`src/common/trtd_pkg.sv`:
```
`default_nettype none

package trtd_pkg;

  // ***************************************************************
  // instruction codes, 10 bits wide
  // ***************************************************************
  localparam int unsigned       CODE_W               = 10;
  localparam logic [9:0]        OPC_LOAD_T1_HI_RLD   = 10'h292;
  localparam logic [9:0]        OPC_COPY_T1_LO_RLD   = 10'h2a7;
  localparam logic [9:0]        OPC_LOAD_T2_AND_LO   = 10'h231;
  localparam logic [9:0]        OPC_LOAD_T2_HI_RLD   = 10'h294;

  // ***************************************************************
  // field layout of an 8-bit timer or reload register
  // ***************************************************************
  localparam int unsigned       NIB_W                = 4;
  localparam int unsigned       BYTE_W               = 8;
  localparam int unsigned       HI_NIB_MSB           = 7;
  localparam int unsigned       HI_NIB_LSB           = 4;
  localparam int unsigned       LO_NIB_MSB           = 3;
  localparam int unsigned       LO_NIB_LSB           = 0;

  // ***************************************************************
  // reset values and timing
  // ***************************************************************
  localparam logic [7:0]        RELOAD_RST           = 8'h00;
  localparam logic [7:0]        TIMER_VAL_RST        = 8'h00;
  localparam logic [3:0]        DONE_RST             = 4'h0;
  localparam int unsigned       EXEC_CYCLES          = 1;
  localparam int unsigned       DONE_W               = 4;

  // ***************************************************************
  // types
  // ***************************************************************
  typedef enum logic [4:0] {
    TRTD_OP_NONE       = 5'b00001,
    TRTD_OP_T1_HI_RLD  = 5'b00010,
    TRTD_OP_T1_COPY    = 5'b00100,
    TRTD_OP_T2_AND_LO  = 5'b01000,
    TRTD_OP_T2_HI_RLD  = 5'b10000
  } trtd_op_e;

  typedef struct packed {
    logic       valid;
    logic [9:0] code;
  } trtd_instr_s;

  typedef struct packed {
    logic       load;
    logic [7:0] value;
  } trtd_tload_s;

endpackage : trtd_pkg

`default_nettype wire

```
`src/core/trtd_core.sv`:
```
`timescale 1ns/1ps
`default_nettype none

// Operation
// - code 1010010010 is the one-word one-cycle load of the timer one high reload register.
// - that load puts the auxiliary register into bits 7..4 of the timer one high reload.
// - that load puts the accumulator into bits 3..0 of the same register in the same cycle.
// - code 1010100111 is the one-word one-cycle copy of timer one low reload into timer one.
// - the copy loads all eight timer one count bits from the low reload, bit for bit.
// - code 1000110001 is the one-word one-cycle load of timer two and its low reload.
// - that load puts the auxiliary register into bits 7..4 of timer two and its low reload.
// - that load puts the accumulator into bits 3..0 of timer two and its low reload.
// - code 1010010100 is the one-word one-cycle load of the timer two high reload register.
// - that load puts the auxiliary register into bits 7..4 of the timer two high reload.
// - that load puts the accumulator into bits 3..0 of the same register in the same cycle.
module trtd_core (
  input  wire  logic                  core_clk,
  input  wire  logic                  rst,
  input  wire  trtd_pkg::trtd_instr_s instr,
  input  wire  logic            [3:0] acc,
  input  wire  logic            [3:0] aux,
  input  wire  logic            [7:0] timer_one_low_reload_reg,
  output logic                  [7:0] timer_one_high_reload_reg,
  output logic                  [7:0] timer_two_high_reload_reg,
  output logic                  [7:0] timer_two_low_reload_reg,
  output trtd_pkg::trtd_tload_s       timer_one_load_r,
  output trtd_pkg::trtd_tload_s       timer_two_load_r,
  output logic                        carry_flag_we,
  output logic                        skip_next,
  output logic                        acc_we,
  output logic                        aux_we,
  output logic                        instr_claimed,
  output logic                  [3:0] op_done_r
);

  // ***************************************************************
  // decode
  // ***************************************************************
  trtd_pkg::trtd_op_e op;
  logic               do_t1_hi;
  logic               do_t1_copy;
  logic               do_t2_lo;
  logic               do_t2_hi;

  trtd_decode u_decode (
    .instr (instr),
    .op    (op)
  );

  assign do_t1_hi      = (op == trtd_pkg::TRTD_OP_T1_HI_RLD);
  assign do_t1_copy    = (op == trtd_pkg::TRTD_OP_T1_COPY);
  assign do_t2_lo      = (op == trtd_pkg::TRTD_OP_T2_AND_LO);
  assign do_t2_hi      = (op == trtd_pkg::TRTD_OP_T2_HI_RLD);
  assign instr_claimed = (op != trtd_pkg::TRTD_OP_NONE);

  // these instructions never write flags, never skip and never write back
  assign carry_flag_we = 1'b0;
  assign skip_next     = 1'b0;
  assign acc_we        = 1'b0;
  assign aux_we        = 1'b0;

  // ***************************************************************
  // reload registers, each written whole in one cycle
  // ***************************************************************
  trtd_reload_reg u_t1_hi (
    .core_clk (core_clk),
    .rst      (rst),
    .load     (do_t1_hi),
    .hi_nib   (aux),
    .lo_nib   (acc),
    .q_r      (timer_one_high_reload_reg)
  );

  trtd_reload_reg u_t2_hi (
    .core_clk (core_clk),
    .rst      (rst),
    .load     (do_t2_hi),
    .hi_nib   (aux),
    .lo_nib   (acc),
    .q_r      (timer_two_high_reload_reg)
  );

  trtd_reload_reg u_t2_lo (
    .core_clk (core_clk),
    .rst      (rst),
    .load     (do_t2_lo),
    .hi_nib   (aux),
    .lo_nib   (acc),
    .q_r      (timer_two_low_reload_reg)
  );

  // ***************************************************************
  // timer one count load
  // ***************************************************************
  // only the copy drives timer one; the high reload load leaves it alone
  always_ff @(posedge core_clk or posedge rst) begin
    if (rst) begin
      timer_one_load_r.load  <= 1'b0;
      timer_one_load_r.value <= trtd_pkg::TIMER_VAL_RST;
    end else begin
      timer_one_load_r.load <= do_t1_copy;
      if (do_t1_copy) begin
        timer_one_load_r.value <= timer_one_low_reload_reg;
      end
    end
  end

  // ***************************************************************
  // timer two count load
  // ***************************************************************
  // same nibbles as the low reload, so counter and reload agree the cycle after
  always_ff @(posedge core_clk or posedge rst) begin
    if (rst) begin
      timer_two_load_r.load  <= 1'b0;
      timer_two_load_r.value <= trtd_pkg::TIMER_VAL_RST;
    end else begin
      timer_two_load_r.load <= do_t2_lo;
      if (do_t2_lo) begin
        timer_two_load_r.value <= {aux, acc};
      end
    end
  end

  // ***************************************************************
  // completion flags, one pulse per executed instruction
  // ***************************************************************
  always_ff @(posedge core_clk or posedge rst) begin
    if (rst) begin
      op_done_r <= trtd_pkg::DONE_RST;
    end else begin
      op_done_r <= {do_t2_hi, do_t2_lo, do_t1_copy, do_t1_hi};
    end
  end

  // ***************************************************************
  // checks
  // ***************************************************************
  a_t1_hi_value: assert property (@(posedge core_clk) disable iff (rst)
    do_t1_hi |=> timer_one_high_reload_reg[7:4] == $past(aux))
    else $error("timer one high reload upper nibble wrong");

  a_t1_hi_low: assert property (@(posedge core_clk) disable iff (rst)
    do_t1_hi |=> timer_one_high_reload_reg[3:0] == $past(acc))
    else $error("timer one high reload lower nibble wrong");

  a_t1_hi_nocount: assert property (@(posedge core_clk) disable iff (rst)
    do_t1_hi |=> !timer_one_load_r.load && !timer_two_load_r.load)
    else $error("high reload load touched a timer count");

  a_t1_copy_load: assert property (@(posedge core_clk) disable iff (rst)
    do_t1_copy |=> timer_one_load_r.load
      && timer_one_load_r.value == $past(timer_one_low_reload_reg))
    else $error("timer one copy wrong");

  a_t2_both_load: assert property (@(posedge core_clk) disable iff (rst)
    do_t2_lo |=> timer_two_load_r.load
      && timer_two_load_r.value == timer_two_low_reload_reg
      && timer_two_low_reload_reg == {$past(aux), $past(acc)})
    else $error("timer two and low reload disagree");

  a_t2_hi_value: assert property (@(posedge core_clk) disable iff (rst)
    do_t2_hi |=> timer_two_high_reload_reg == {$past(aux), $past(acc)}
      && !timer_two_load_r.load)
    else $error("timer two high reload wrong");

  a_t2_lo_hold: assert property (@(posedge core_clk) disable iff (rst)
    do_t2_hi |=> $stable(timer_two_low_reload_reg) && $stable(timer_one_high_reload_reg))
    else $error("wrong reload register written");

  a_done_single: assert property (@(posedge core_clk) disable iff (rst)
    instr_claimed |=> $onehot(op_done_r) ##1 (op_done_r == $past(
      {do_t2_hi, do_t2_lo, do_t1_copy, do_t1_hi})))
    else $error("completion not one cycle");

  a_no_side: assert property (@(posedge core_clk) disable iff (rst)
    instr_claimed |-> !carry_flag_we && !skip_next && !acc_we && !aux_we)
    else $error("side effect on flag or skip");

  a_load_pulse: assert property (@(posedge core_clk) disable iff (rst)
    timer_one_load_r.load |-> op_done_r == 4'h2)
    else $error("timer one load without copy");

  // ***************************************************************
  // decode checks
  // ***************************************************************
  // the decoder has no clock of its own, so its checks sit here on core_clk
  a_decode_onehot: assert property (@(posedge core_clk) disable iff (rst)
    $onehot(op))
    else $error("decoded operation not one-hot");

  a_decode_t1_hi: assert property (@(posedge core_clk) disable iff (rst)
    instr.valid && instr.code == trtd_pkg::OPC_LOAD_T1_HI_RLD |-> do_t1_hi)
    else $error("timer one high reload load not decoded");

  a_decode_t1_copy: assert property (@(posedge core_clk) disable iff (rst)
    instr.valid && instr.code == trtd_pkg::OPC_COPY_T1_LO_RLD |-> do_t1_copy)
    else $error("timer one copy not decoded");

  a_decode_t2_both: assert property (@(posedge core_clk) disable iff (rst)
    instr.valid && instr.code == trtd_pkg::OPC_LOAD_T2_AND_LO |-> do_t2_lo)
    else $error("timer two combined load not decoded");

  a_decode_t2_hi: assert property (@(posedge core_clk) disable iff (rst)
    instr.valid && instr.code == trtd_pkg::OPC_LOAD_T2_HI_RLD |-> do_t2_hi)
    else $error("timer two high reload load not decoded");

  a_refuse_invalid: assert property (@(posedge core_clk) disable iff (rst)
    !instr.valid |-> !instr_claimed)
    else $error("instruction claimed without valid");

  a_claim_exact: assert property (@(posedge core_clk) disable iff (rst)
    instr_claimed |-> (do_t1_hi || do_t1_copy || do_t2_lo || do_t2_hi))
    else $error("claim without a decoded operation");

  // ***************************************************************
  // per-instruction effects
  // ***************************************************************
  // each instruction must leave every target it does not name untouched
  a_t1_hi_others: assert property (@(posedge core_clk) disable iff (rst)
    do_t1_hi |=> $stable(timer_two_high_reload_reg) && $stable(timer_two_low_reload_reg))
    else $error("timer one high load wrote a timer two register");

  a_t1_hi_done: assert property (@(posedge core_clk) disable iff (rst)
    do_t1_hi |=> op_done_r == 4'h1)
    else $error("timer one high load not done in one cycle");

  a_t1_hi_whole: assert property (@(posedge core_clk) disable iff (rst)
    do_t1_hi |=> timer_one_high_reload_reg == {$past(aux), $past(acc)})
    else $error("timer one high reload nibbles not written together");

  a_copy_done: assert property (@(posedge core_clk) disable iff (rst)
    do_t1_copy |=> op_done_r == 4'h2)
    else $error("timer one copy not done in one cycle");

  a_copy_regs: assert property (@(posedge core_clk) disable iff (rst)
    do_t1_copy |=> $stable(timer_one_high_reload_reg) && $stable(timer_two_high_reload_reg)
      && $stable(timer_two_low_reload_reg))
    else $error("timer one copy wrote a reload register");

  a_copy_one_timer: assert property (@(posedge core_clk) disable iff (rst)
    do_t1_copy |=> !timer_two_load_r.load)
    else $error("timer one copy loaded timer two");

  a_t1_value_hold: assert property (@(posedge core_clk) disable iff (rst)
    !do_t1_copy |=> $stable(timer_one_load_r.value))
    else $error("timer one load value moved without copy");

  a_t2_lo_done: assert property (@(posedge core_clk) disable iff (rst)
    do_t2_lo |=> op_done_r == 4'h4)
    else $error("timer two combined load not done in one cycle");

  a_t2_lo_upper: assert property (@(posedge core_clk) disable iff (rst)
    do_t2_lo |=> timer_two_low_reload_reg[trtd_pkg::HI_NIB_MSB:trtd_pkg::HI_NIB_LSB]
      == $past(aux)
      && timer_two_load_r.value[trtd_pkg::HI_NIB_MSB:trtd_pkg::HI_NIB_LSB] == $past(aux))
    else $error("timer two upper nibbles wrong");

  a_t2_lo_lower: assert property (@(posedge core_clk) disable iff (rst)
    do_t2_lo |=> timer_two_low_reload_reg[trtd_pkg::LO_NIB_MSB:trtd_pkg::LO_NIB_LSB]
      == $past(acc)
      && timer_two_load_r.value[trtd_pkg::LO_NIB_MSB:trtd_pkg::LO_NIB_LSB] == $past(acc))
    else $error("timer two lower nibbles wrong");

  a_t2_lo_others: assert property (@(posedge core_clk) disable iff (rst)
    do_t2_lo |=> $stable(timer_one_high_reload_reg) && $stable(timer_two_high_reload_reg)
      && !timer_one_load_r.load)
    else $error("timer two combined load touched another target");

  a_t2_value_hold: assert property (@(posedge core_clk) disable iff (rst)
    !do_t2_lo |=> $stable(timer_two_load_r.value))
    else $error("timer two load value moved without its load");

  a_t2_hi_done: assert property (@(posedge core_clk) disable iff (rst)
    do_t2_hi |=> op_done_r == 4'h8)
    else $error("timer two high load not done in one cycle");

  a_t2_hi_upper: assert property (@(posedge core_clk) disable iff (rst)
    do_t2_hi |=> timer_two_high_reload_reg[trtd_pkg::HI_NIB_MSB:trtd_pkg::HI_NIB_LSB]
      == $past(aux))
    else $error("timer two high reload upper nibble wrong");

  a_t2_hi_lower: assert property (@(posedge core_clk) disable iff (rst)
    do_t2_hi |=> timer_two_high_reload_reg[trtd_pkg::LO_NIB_MSB:trtd_pkg::LO_NIB_LSB]
      == $past(acc))
    else $error("timer two high reload lower nibble wrong");

  a_t2_hi_nocount: assert property (@(posedge core_clk) disable iff (rst)
    do_t2_hi |=> !timer_one_load_r.load && !timer_two_load_r.load)
    else $error("timer two high load touched a timer count");

  // ***************************************************************
  // idle cycles and side effects
  // ***************************************************************
  a_idle_regs: assert property (@(posedge core_clk) disable iff (rst)
    !instr_claimed |=> $stable(timer_one_high_reload_reg)
      && $stable(timer_two_high_reload_reg) && $stable(timer_two_low_reload_reg))
    else $error("reload register changed while idle");

  a_idle_loads: assert property (@(posedge core_clk) disable iff (rst)
    !instr_claimed |=> !timer_one_load_r.load && !timer_two_load_r.load)
    else $error("timer load pulse while idle");

  a_idle_done: assert property (@(posedge core_clk) disable iff (rst)
    !instr_claimed |=> op_done_r == trtd_pkg::DONE_RST)
    else $error("completion pulse while idle");

  a_t2_load_pulse: assert property (@(posedge core_clk) disable iff (rst)
    timer_two_load_r.load |-> op_done_r == 4'h4)
    else $error("timer two load without combined load");

  a_never_side: assert property (@(posedge core_clk) disable iff (rst)
    !carry_flag_we && !skip_next && !acc_we && !aux_we)
    else $error("side effect strobe raised");

endmodule : trtd_core

`default_nettype wire

```
`src/core/trtd_decode.sv`:
```
`timescale 1ns/1ps
`default_nettype none

module trtd_decode (
  input  wire trtd_pkg::trtd_instr_s instr,
  output trtd_pkg::trtd_op_e         op
);

  // ***************************************************************
  // full-width compare; any other code leaves the block idle
  // ***************************************************************
  always_comb begin
    op = trtd_pkg::TRTD_OP_NONE;
    if (instr.valid) begin
      case (instr.code)
        trtd_pkg::OPC_LOAD_T1_HI_RLD: op = trtd_pkg::TRTD_OP_T1_HI_RLD;
        trtd_pkg::OPC_COPY_T1_LO_RLD: op = trtd_pkg::TRTD_OP_T1_COPY;
        trtd_pkg::OPC_LOAD_T2_AND_LO: op = trtd_pkg::TRTD_OP_T2_AND_LO;
        trtd_pkg::OPC_LOAD_T2_HI_RLD: op = trtd_pkg::TRTD_OP_T2_HI_RLD;
        default:                      op = trtd_pkg::TRTD_OP_NONE;
      endcase
    end
  end

endmodule : trtd_decode

`default_nettype wire

```
`src/core/trtd_reload_reg.sv`:
```
`timescale 1ns/1ps
`default_nettype none

module trtd_reload_reg (
  input  wire  logic       core_clk,
  input  wire  logic       rst,
  input  wire  logic       load,
  input  wire  logic [3:0] hi_nib,
  input  wire  logic [3:0] lo_nib,
  output logic       [7:0] q_r
);

  // ***************************************************************
  // nibble-pair register: high nibble and low nibble land together
  // ***************************************************************
  always_ff @(posedge core_clk or posedge rst) begin
    if (rst) begin
      q_r <= trtd_pkg::RELOAD_RST;
    end else if (load) begin
      q_r[trtd_pkg::HI_NIB_MSB:trtd_pkg::HI_NIB_LSB] <= hi_nib;
      q_r[trtd_pkg::LO_NIB_MSB:trtd_pkg::LO_NIB_LSB] <= lo_nib;
    end
  end

  a_reload_hold: assert property (@(posedge core_clk) disable iff (rst)
    !load |=> $stable(q_r)) else $error("reload register changed without load");

endmodule : trtd_reload_reg

`default_nettype wire

```
`config.mk`:
```
export PLATFORM = sky130hd
export DESIGN_NAME = trtd_core
export DESIGN_NICKNAME = d
export VERILOG_FILES = /design/src/common/trtd_pkg.sv /design/src/core/trtd_core.sv /design/src/core/trtd_decode.sv /design/src/core/trtd_reload_reg.sv
export SDC_FILE = /design/constraint.sdc
export NUM_CORES = 1
export LEC_CHECK = 0
export BUFFER_PORTS_ARGS = -buffer_cell sky130_fd_sc_hd__buf_2
export CAP_MARGIN = 30
export CORE_UTILIZATION = 43
export DETAILED_ROUTE_END_ITERATION = 7
export GPL_ROUTABILITY_DRIVEN = 0
export MAX_ROUTING_LAYER = met4
export PLACE_DENSITY = 0.8
export SLEW_MARGIN = 10
export SYNTH_ARGS = -nofsm -noshare
export SYNTH_HDL_FRONTEND = slang
export SYNTH_HIERARCHICAL = 1
export SYNTH_SLANG_ARGS = --single-unit
export TNS_END_PERCENT = 30
```
`constraint.sdc`:
```
create_clock -name core_clk -period 1 [get_ports core_clk]
set_input_delay 0.15 -clock core_clk [delete_from_list [all_inputs] [get_ports core_clk]]
set_output_delay 0.15 -clock core_clk [all_outputs]
set_load 0.01 [all_outputs]
```
# Word level (Yosys, flattened, before mapping)
# Cells that the tools add are included.
# op_classes
n_eq_ne	9
mux	2
# ops
op	count
== test 10 bit, second input constant	4
case mux 5 bit (4 select lines)	1
== test 5 x 2 -> 1 bit, second input constant	1
== test 5 x 3 -> 1 bit, second input constant	1
== test 5 x 4 -> 1 bit, second input constant	1
== test 5 bit, second input constant	1
2-to-1 mux 5 bit	1
!= test 5 x 1 -> 1 bit, second input constant	1
# word_totals
register_bits	38
in_bits	29

# Longest topological paths before layout
# Gate-level depths: netlist of the first run.
# logic_depth
ltp_word	4
ltp_mapped	9

# Hierarchy
# The synthesis of the first run kept the hierarchy.
# modules_own_cells
mod	n_inst	cells_each	area_each_um2	seq_area_each_um2
trtd_reload_reg	3	18	335.3	200.2
trtd_core	1	55	808.3	500.5
trtd_decode	1	19	136.4	0.0

# Worst setup path after synthesis of the first run
# No wires, ideal clock.
# synth_timing
kind	input to register
startpoint	input port instr[5] in the netlist's numbering
endpoint	register u_t2_lo.q_r[0]
setup_time_ns	0.125
t_arrival_ns	1.743
required_ns	0.875
slack_ns	-0.868
cell_stages	9
path_buffers	1
cell_sequence	and4bb_2 nand4b_1 a21oi_1 nor2_1 nor3_2 nand3b_2 inv_1 buf_6 mux2_4
# synth_via
elab_chain_cells	4
# synth_rtl
item	line_no	text
start, declared	trtd_core.sv:19	input wire trtd_pkg::trtd_instr_s instr,
== test 10 bit	trtd_decode.sv:15	case (instr.code)
case mux 5 bit (4 select lines) *	trtd_decode.sv:15	
2-to-1 mux 5 bit *	trtd_decode.sv:14	if (instr.valid) begin
via op[0]	trtd_core.sv:39	trtd_pkg::trtd_op_e op;
== test 5 x 4 -> 1 bit *	trtd_core.sv:52	assign do_t2_lo = (op == trtd_pkg::TRTD_OP_T2_AND_LO);
via do_t2_lo	trtd_core.sv:42	logic do_t2_lo;
end signal, assigned	trtd_reload_reg.sv:18	q_r <= trtd_pkg::RELOAD_RST;
end signal, assigned by index	trtd_reload_reg.sv:20	q_r[trtd_pkg::HI_NIB_MSB:trtd_pkg::HI_NIB_LSB] <= hi_nib;
end signal, assigned by index	trtd_reload_reg.sv:21	q_r[trtd_pkg::LO_NIB_MSB:trtd_pkg::LO_NIB_LSB] <= lo_nib;
end, declared	trtd_reload_reg.sv:10	output logic [7:0] q_r
# Mark *: on every way through the listed nets, which the timed path passes. The rest lies on a longest branch.
# A chain may end at the register's enable or synchronous reset.

# Worst setup path in the final report of the first run
# layout_timing
startpoint	input port instr[7] in the netlist's numbering
endpoint	register u_t1_hi.q_r[0]
# layout_via
elab_chain_cells	4
# layout_rtl
item	line_no	text
== test 10 bit	trtd_decode.sv:15	
case mux 5 bit (4 select lines) *	trtd_decode.sv:15	
2-to-1 mux 5 bit *	trtd_decode.sv:14	
via op[0]	trtd_core.sv:39	
== test 5 x 2 -> 1 bit *	trtd_core.sv:50	assign do_t1_hi = (op == trtd_pkg::TRTD_OP_T1_HI_RLD);
via do_t1_hi	trtd_core.sv:40	logic do_t1_hi;
end signal, assigned	trtd_reload_reg.sv:18	
end signal, assigned by index	trtd_reload_reg.sv:20	
end signal, assigned by index	trtd_reload_reg.sv:21	
end, declared	trtd_reload_reg.sv:10	
# Marked as above.

==> metrics, run 1 <==
Core Footprint approximately 4400 um^2; post-synthesis xor/xnor area fraction 0%; DRC viols 0; Hold Path Class in2reg; CP Class in2reg; Remaining Overflow, GRT 0; port buffer count 75; CP delay by family, top simple AND/OR/NAND/NOR gates; H-tree depth 2; DIE AREA between 4000 and 5000 um^2; switching power between 600 and 700 uW; Max Cap Viol 0; Routed Antenna Nets 0; Worst-path clk slew ~0.08 ns; initial antenna violation count 0; Synth Warn # 6; DP HPWL just over 3000 um; DR vias about 1300; DR vias/cell ~5; unrepaired setup endpoints after global routing yes; post-synthesis register bit count 44; total CTS buffers 5; final instance area 2679 um^2; chip height ~69 um; # placed instances about 260; setup-violating endpoint count in the final report 45; Final WS setup -0.6033 ns; Clock Power Share between 30% and 40%; Final Hold Viols 0; Crit-path slowest cell mux2_4; clock skew 0 ns; switch share 20.15%; crit path cell chain buf_2, nor4b_2, nand3_1, a21oi_2, nor2_2, buf_4, and3b_2, buf_12, mux2_4; failing checks negative setup slack; largest family of logic cells by synthesized area multiplexers; Seq pwr share 54.8%; first drt pass iteration count 4; status finished, violations left; simple-gate area share of the yosys netlist under 10%; Adder-Cell Fraction of Synth Area 0%; final critical-path share of the clock period 160.3%; Cell Count, Final, Fillers Out 272; root buf cell clkbuf_8; num rows 24; Worst EP arrival 1.77 ns; Max Freq 623.7 MHz; Mean Syn Cell Area 15.24 um^2; CP max FO 9; Leak Pwr 0.001619 uW; num ports 80; # fillers 350; DIE WIDTH between 60 and 70 um; post-synthesis mux area share roughly 28%; Gate power share 5.3%; max-slew violations 0; TNS Setup -23.57 ns; Crit path required time 1.16 ns; maximum VDD drop 0.0005865 V; Initial Utilization 44.80%; drt total wl between 4000 and 5000 um; crit-path max cell delay 0.30 ns; Post-Syn Area ~2000 um^2; Buf/Inv on CP 3; clock buffer depth 2; crit end category flop; largest net degree at the start of global routing 21; vias in the first global route 1305; Power per Cell Area between 1000 and 1500 nW/um^2; ANT cells 0; worst-skew pair later-pin latency around 0.28 ns; layout cells sized above 1 between 60% and 70%; cells after synthesis between 100 and 150; global-route wire length before repair around 6600 um; post-placement cell area about 2400 um^2; Sink Count 44; Power Total between 3000 and 4000 uW; DR WL/cell roughly 15 um; Area Overhead vs Synth 37.33%; post-synthesis compound-gate area fraction 0.5131%; drt initial violations 69; internal power ~2600 uW; Tmin final between 1.5 and 2 ns; # nets final around 250; All-Layer GR Usage 18.26%; Startpoint Class primary input; CTS tree done; Synth cell types 25; sequential fraction of the synthesis area a little under three fifths
[cells by family (layout without fill, tap and decap cells)]
logic type	after synthesis	count (layout)
AO/OA/AOI/OAI	2	2
multiplexers	40	40
flip-flops	44	44
buffers and inverters	16	104
other	1	4
AND/OR/NAND/NOR	25	26
[area by class of cell]
cell class / count / area (um^2) / area share [%]
Inverter: 7 / 33.78 / 1.261
Multi-Input combinational cell: 72 / 842.1 / 31.43
Clock buffer: 6 / 72.57 / 2.709
Sequential cell: 44 / 1101 / 41.10
Tap cell: 52 / 65.06 / 2.429
Timing Repair Buffer: 89 / 529.3 / 19.76
Clock inverter: 2 / 35.03 / 1.308
[synth_stat cells]
cell type	n	area, um^2
mux2_4	24	360.4
nor4b_2	1	15.01
nand3_1	2	10.01
and4bb_2	1	12.51
and2_1	1	6.260
buf_6	3	33.78
nor2_1	6	22.52
mux2_2	16	180.2
nor3b_4	1	18.77
nand3b_2	2	22.52
nand3b_1	1	7.510
dfrtp_1	44	1101
conb_1	1	3.750
nand4b_1	1	8.760
inv_1	7	26.28
nand4_1	1	6.260
nor3b_1	1	7.510
nor3_1	2	10.01
buf_4	6	45.04
a21oi_1	2	10.01
and4bb_1	1	12.51
and3b_2	1	10.01
nand2b_1	1	6.260
nor3_2	1	10.01
nand2_1	1	3.750
[metal layers]
layer | wire length [um] | part of all wire [%] | global-route usage [%]
met1 | 1812 | 45 | 23.58
met2 | 1996 | 49 | 28.69
met3 | 212 | 5.2 | 4.797
met4 | 29 | 0.72 | 4.762
met5 | 0 | 0 | -
[cell usage in the layout (no fill, tap or decap), types with 2 or more instances in the layout]
cell type,n
buf_6,5
a21oi_2,2
nor3_2,2
inv_1,6
nand3_1,2
dfrtp_1,44
nand3b_4,3
mux2_4,26
buf_2,72
nor2_2,4
clkbuf_8,5
conb_1,4
mux2_2,14
buf_4,9
[flip-flops by register name, summed over array words and instances, names as in the netlist]
| name | count |
|---|---|
| timer_one_load_r | 8 |
| timer_two_load_r | 8 |
| u_t1_hi/q_r | 8 |
| u_t2_hi/q_r | 8 |
| u_t2_lo/q_r | 8 |
| op_done_r | 4 |
[worst paths after layout]
kind,start,end,slack [ns],cells after the start
max,instr[7],u_t1_hi/q_r[0]$_DFFE_PP0P_,-0.60,9
min in group asynchronous,rst,u_t2_hi/q_r[4]$_DFFE_PP0P_,0.38,3
max in group asynchronous,rst,timer_two_load_r[2]$_DFFE_PP0N_,0.32,4
max reg2reg,u_t1_hi/q_r[0]$_DFFE_PP0P_,u_t1_hi/q_r[0]$_DFFE_PP0P_,0.22,1
min,timer_one_low_reload_reg[6],timer_one_load_r[6]$_DFFE_PP0N_,0.1,2
min reg2reg,timer_one_load_r[4]$_DFFE_PP0N_,timer_one_load_r[4]$_DFFE_PP0N_,0.50,1
[power groups by stage]
stage / clock (uW) / sequential [uW] / combinational (uW)
after global routing: 1410 / 1780 / 190
after detailed placement: 0 / 1810 / 162
after global placement: 0 / 1810 / 157
final: 1290 / 1780 / 171
after floorplan: 0 / 1810 / 67.9
after CTS: 1340 / 1780 / 165
[stage by stage]
stage	hold WS, ns	utilization, %	worst slack, ns
6_report	0.09885	61.52	-0.6033
5_1_grt	0.09522	61.52	-0.6434
4_1_cts	0.08873	59.94	-0.5900
3_5_place_dp	0.1326	56.03	-0.9569
3_3_place_gp	0.1267	56.03	-0.8978
2_1_floorplan	-0.03434	-	-0.7904
[timing repair]
action	in CTS	in global routing
pin swaps	3	4
gates cloned	1	0
endpoints found under the hold margin	44	0
buffers inserted	1	0
hold buffers	1	0
resized for setup	6	19
setup endpoints to repair	45	57
No activity file was read; power rests on OpenSTA's default activity.
==> run 2: changes to the inputs <==
--- a/config.mk
+++ b/config.mk
@@ -7,11 +7,13 @@
 export LEC_CHECK = 0
 export BUFFER_PORTS_ARGS = -buffer_cell sky130_fd_sc_hd__buf_2
 export CAP_MARGIN = 30
-export CORE_UTILIZATION = 43
+export CELL_PAD_IN_SITES_DETAIL_PLACEMENT = 1
+export CELL_PAD_IN_SITES_GLOBAL_PLACEMENT = 1
+export CORE_UTILIZATION = 34
 export DETAILED_ROUTE_END_ITERATION = 7
 export GPL_ROUTABILITY_DRIVEN = 0
 export MAX_ROUTING_LAYER = met4
-export PLACE_DENSITY = 0.8
+export PLACE_DENSITY = 0.81
 export SLEW_MARGIN = 10
 export SYNTH_ARGS = -nofsm -noshare
 export SYNTH_HDL_FRONTEND = slang
==> run 2 against run 1 <==
  * The flow still finishes with violations (negative setup slack)
  * Critical path depth stayed put
  * Combinational power is 15% higher
  * Wire length is 19% higher
  * Setup slack better by 0.014 ns
  * Via count is 3.3% higher
  * Global-route usage is 0.75 points lower
  * First-iteration DRC count is 49% lower
  * Register-to-register slack hardly changed
  * Critical endpoint is now u_t2_hi/q_r[3]$_DFFE_PP0P_
  * Highest routed layer unchanged
==> metrics, run 2 (synthesis results as in run 1) <==
CP max FO 6 (-3); Remaining Overflow, GRT 0 (unchanged); drt initial violations 35 (-49%); Hold Path Class in2reg; CTS tree done; worst-skew pair later-pin latency 0.28 ns (about the same); DR vias/cell 4.653 (-5.4%); All-Layer GR Usage 17.51% (-0.75 points); num ports 80 (unchanged); num rows 27 (+13%); failing checks negative setup slack; Cell Count, Final, Fillers Out 297 (+9.2%); Power per Cell Area 1226 nW/um^2 (+1.3%); max-slew violations 0 (unchanged); final critical-path share of the clock period 158.9% (-1.4 points); Leak Pwr 0.001595 uW (-1.5%); Worst EP arrival 1.77 ns (about the same); Startpoint Class primary input; global-route wire length before repair 7638 um (+16%); clock skew 0 ns (unchanged); # placed instances 284 (+8.8%); status finished, violations left; DIE AREA 6044 um^2 (+26%); Max Cap Viol 0 (unchanged); crit path cell chain buf_2, nor4b_4, nand3_1, a21oi_2, nor2_4, buf_6, nor3_4, buf_6, mux2_4; root buf cell clkbuf_8; Routed Antenna Nets 0 (unchanged); setup-violating endpoint count in the final report 45 (unchanged); final design utilization 50.94% (-11 points); Worst-path clk slew 0.08 ns (about the same); DRC viols 0 (unchanged); Initial Utilization 35.42% (-9.4 points); ANT cells 0 (unchanged); pre-CTS setup slack -0.9940 ns (-0.03710 ns); clock buffer depth 2 (unchanged); DP HPWL 3517 um (+13%); DR WL/cell 16.21 um (+8.9%); most common cell after layout, fill and taps aside buf_2; Final Hold Viols 0 (unchanged); unrepaired setup endpoints after global routing yes; Tmin final 1.589 ns (-0.01383 ns); layout cells sized above 1 72.00% (+2.5 points); drt total wl 4814 um (+19%); maximum VDD drop 0.0005601 V (-4.5%); cell repeated most along the worst path buf_6; Max Freq 629.1 MHz (+0.87%); Crit-path slowest cell mux2_4; commonest non-fill, non-tap cells in the layout 68 x buf_2, 44 x dfrtp_1, 24 x mux2_4; CP Class in2reg; Area Overhead vs Synth 43.81%; vias in the first global route 1445 (+11%); chip height 77.75 um (+12%); reg-to-reg slack, setup 0.21 ns (about the same); # fillers 577 (+65%); Crit path required time 1.18 ns (+0.02 ns); Final WS setup -0.5895 ns (+0.01383 ns); Sink Count 44 (unchanged); crit-path max cell delay 0.31 ns (about the same); DR vias 1382 (+3.3%); initial antenna violation count 0 (unchanged); port buffer count 75 (unchanged); # nets final 253 (+2.0%); first drt pass iteration count 3 (-1); Power Total 3438 uW (+6.0%); DIE WIDTH 77.75 um (+12%); total CTS buffers 5 (unchanged); H-tree depth 2 (unchanged); largest net degree at the start of global routing 19 (-9.5%); Core Footprint 5507 um^2 (+26%); crit end category flop
run 2: power by group:
group	switching (uW)	internal [uW]
logic	111	85.8
clock network	583	881
registers	0.0520	1780
total	694	2740
run 2: path summary, 6_finish.rpt:
path / from / end / depth (start not counted)
worst max-delay path: instr[3] / u_t2_hi/q_r[3]$_DFFE_PP0P_ / 9
worst min-delay path: timer_one_low_reload_reg[5] / timer_one_load_r[5]$_DFFE_PP0N_ / 2
worst max register to register: u_t1_hi/q_r[5]$_DFFE_PP0P_ / u_t1_hi/q_r[5]$_DFFE_PP0P_ / 1
worst min register to register: timer_one_load_r[1]$_DFFE_PP0N_ / timer_one_load_r[1]$_DFFE_PP0N_ / 1
max in group asynchronous: rst / timer_two_load_r[4]$_DFFE_PP0N_ / 4
min in group asynchronous: rst / op_done_r[3]$_DFF_PP0_ / 3
run 2: cell type report:
type                            count  area, um^2  area share (%)
Multi-Input combinational cell     72       862.1           30.73
Tap cell                           72       90.09           3.211
Inverter                            7       33.78           1.204
Clock inverter                      1       30.03           1.070
Sequential cell                    44        1101           39.25
Clock buffer                        7       96.34           3.434
Timing Repair Buffer               94       591.8           21.10
run 2: worst max-delay path, delay by kind of cell:
family / cells / cell delay (ns)
and+or+nand+nor: 4 / 0.66
buffers and inverters: 3 / 0.41
muxes: 1 / 0.31
AOI/OAI and AO/OA: 1 / 0.23
run 2: layer usage:
layer  track usage (%)  wire length (um)  part of all wire (%)
met5                 -                 0                     0
met4             4.528                39                  0.81
met3             4.471               320                   6.6
met2             28.67              2387                    50
met1             21.56              2068                    43
run 2: repair_timing:
| action | 4_1_cts | 5_1_grt |
|---|---|---|
| pin swaps | 5 | 7 |
| cloned | 1 | 0 |
| resized for setup | 17 | 18 |
| endpoints found under the hold margin | 26 | 0 |
| buffers inserted | 2 | 1 |
| endpoints found under the setup margin | 46 | 71 |
| hold buffers | 1 | 0 |
run 2: metrics by stage:
step | hold slack (ns) | TNS [ns] | instance area (um^2)
after floorplan | -0.03434 | -26.94 | 1971
after global placement | 0.09263 | -38.66 | 2487
after detailed placement | 0.09498 | -39.98 | 2487
after CTS | 0.08087 | -24.77 | 2709
after global routing | 0.07774 | -27.98 | 2805
final | 0.09065 | -24.10 | 2805
==> run 3: changes to the inputs <==
==> constraint.sdc (replaced) <==
create_clock -name core_clk -period 1 [get_ports core_clk]
set_input_delay 0.15 -clock core_clk [delete_from_list [all_inputs] [get_ports core_clk]]
set_output_delay 0.15 -clock core_clk [all_outputs]
set_load 0.1 [all_outputs]
==> run 3 against run 2 <==
  * Critical endpoint unchanged
  * Combinational power rose by 29%
  * The run still ends with negative setup slack left
  * Critical path depth did not move
  * Sequential power barely moved
  * Design area rose by 24%
  * Critical path type unchanged
  * Wire length rose by 23%
  * Total power fell by 6.8%
  * Largest cell class is now non-clock buffers
  * Highest routed layer unchanged
  * Maximum frequency fell by 5.1%
==> metrics, run 3 (synthesis results as in run 1) <==
DR WL/cell 19.93 um (+23%); Top Usage Layer GRT met2; Initial Utilization 35.42% (unchanged); initial antenna violation count 0 (unchanged); Cell Count, Final, Fillers Out 296 (-0.34%); CP max FO 3 (-3); # placed instances 284 (unchanged); layout cells sized above 1 71.88% (-0.12 points); CP delay by family, top simple AND/OR/NAND/NOR gates; ANT cells 0 (unchanged); Area Overhead vs Synth 78.26%; drt initial violations 54 (+54%); maximum VDD drop 0.0004514 V (-19%); Hold WS 0.07447 ns (-0.01618 ns); Leak Pwr 0.001734 uW (+8.7%); final critical-path share of the clock period 167.5% (+8.5 points); DIE WIDTH 77.75 um (unchanged); Crit path required time 1.18 ns (about the same); largest net degree at the start of global routing 21 (+2); max-slew violations 0 (unchanged); most common cell after layout, fill and taps aside buf_12; r2r startpoint u_t1_hi/q_r[3]$_DFFE_PP0P_; drt total wl 5898 um (+23%); commonest non-fill, non-tap cells in the layout 47 x buf_12, 42 x dfrtp_1, 31 x mux2_4; CTS tree done; Routed Antenna Nets 0 (unchanged); # nets final 252 (-0.40%); Power per Cell Area 921.4 nW/um^2 (-25%); Remaining Overflow, GRT 0 (unchanged); unrepaired setup endpoints after global routing yes; first drt pass iteration count 4 (+1); num ports 80 (unchanged); Core Footprint 5507 um^2 (unchanged); global-route wire length before repair 9177 um (+20%); vias in the first global route 1590 (+10%); DRC viols 0 (unchanged); crit-path max cell delay 0.32 ns (about the same); port buffer count 75 (unchanged); clock skew 0 ns (unchanged); M3 GR Usage 6.000% (+1.5 points); Final Hold Viols 0 (unchanged); status finished, violations left; worst-skew pair later-pin latency 0.30 ns (+0.02 ns); Startpoint Class primary input; CP Class in2reg; chip height 77.75 um (unchanged); Worst Setup SP instr[0]; DR vias/cell 4.703 (+1.1%); Sink Count 44 (unchanged); clock buffer depth 2 (unchanged); DP HPWL 4478 um (+27%); failing checks negative setup slack; crit end category flop; Tmin final 1.675 ns (+0.08532 ns); Max Cap Viol 0 (unchanged); pre-CTS setup slack -1.001 ns (-0.006944 ns); final design utilization 63.14% (+12 points); All-Layer GR Usage 21.18% (+3.7 points); root buf cell clkbuf_8; Worst-path clk slew 0.09 ns (about the same); DIE AREA 6044 um^2 (unchanged); Final WS setup -0.6748 ns (-0.08532 ns); num rows 27 (unchanged); total CTS buffers 5 (unchanged); DR vias 1392 (+0.72%); Worst EP arrival 1.85 ns (+0.08 ns); routing usage on met1 24.18% (+2.6 points); setup-violating endpoint count in the final report 91 (+100%); Buf/Inv on CP 3 (unchanged); met2 layer usage reported by global route 37.17% (+8.5 points); cell repeated most along the worst path buf_4; Crit-path slowest cell and4bb_2; min-delay src timer_one_low_reload_reg[2]; Hold Path Class in2reg; H-tree depth 2 (unchanged); Max Freq 597.1 MHz (-5.1%); crit path cell chain buf_6, and4bb_2, nand4b_1, buf_4, nor2_4, nand2_2, nor3_4, buf_4, mux2_4
## run 3: cell types whose count changed in the layout (fill, tap and decap cells not counted), moves of 2 or more
cell / previous run / this run
buf_6: 11 / 9
dfrtp_2: 0 / 2
dfrtp_1: 44 / 42
mux2_2: 16 / 9
mux2_4: 24 / 31
buf_12: 1 / 47
buf_2: 68 / 23
## run 3: cell type report
cell class / instances / area [um^2]
Clock buffer: 7 / 86.33
Clock inverter: 1 / 7.507
Fill cell: 500 / 2029
Inverter: 7 / 31.28
Multi-Input combinational cell: 72 / 885.9
Sequential cell: 44 / 1104
Tap cell: 72 / 90.09
Timing Repair Buffer: 93 / 1272
## run 3: worst paths after layout
kind | to | cells after the start | slack [ns]
max in group asynchronous | op_done_r[2]$_DFF_PP0_ | 4 | 0.28
hold / removal | timer_one_load_r[2]$_DFFE_PP0N_ | 2 | 0.07
hold reg to reg | timer_one_load_r[1]$_DFFE_PP0N_ | 1 | 0.58
setup reg to reg | u_t1_hi/q_r[3]$_DFFE_PP0P_ | 1 | 0.15
min in group asynchronous | u_t2_hi/q_r[5]$_DFFE_PP0P_ | 3 | 0.37
setup / recovery | u_t2_hi/q_r[3]$_DFFE_PP0P_ | 9 | -0.67
## run 3: per-layer routing
layer / up-vias / routed length, um / part of all wire [%]
met5: - / 0 / 0
met4: 0 / 23 / 0.39
met2: 59 / 3212 / 54
met3: 4 / 340 / 5.8
met1: 707 / 2322 / 39
li1: 622 / - / -
## run 3: what timing repair did
| item | 4_1_cts | 5_1_grt |
|---|---|---|
| hold endpoints to repair | 44 | 0 |
| endpoints found under the setup margin | 91 | 91 |
| buffers inserted | 1 | 1 |
| gates cloned | 1 | 0 |
| gates resized for setup | 22 | 19 |
| hold buffers | 1 | 0 |
| pin swaps | 9 | 7 |
## run 3: metrics by stage
stage | cell area (um^2) | total power [uW] | TNS [ns]
after floorplan | 1973 | 1942 | -30.23
after global placement | 3183 | 2037 | -38.47
after detailed placement | 3183 | 2047 | -41.80
after CTS | 3392 | 3236 | -27.64
after global routing | 3477 | 3307 | -33.27
final | 3477 | 3204 | -28.95
## run 3: power breakdown
group          switching, uW  internal, uW
clock network            609           562
registers              0.113          1780
logic                    175          80.3
total                    784          2420
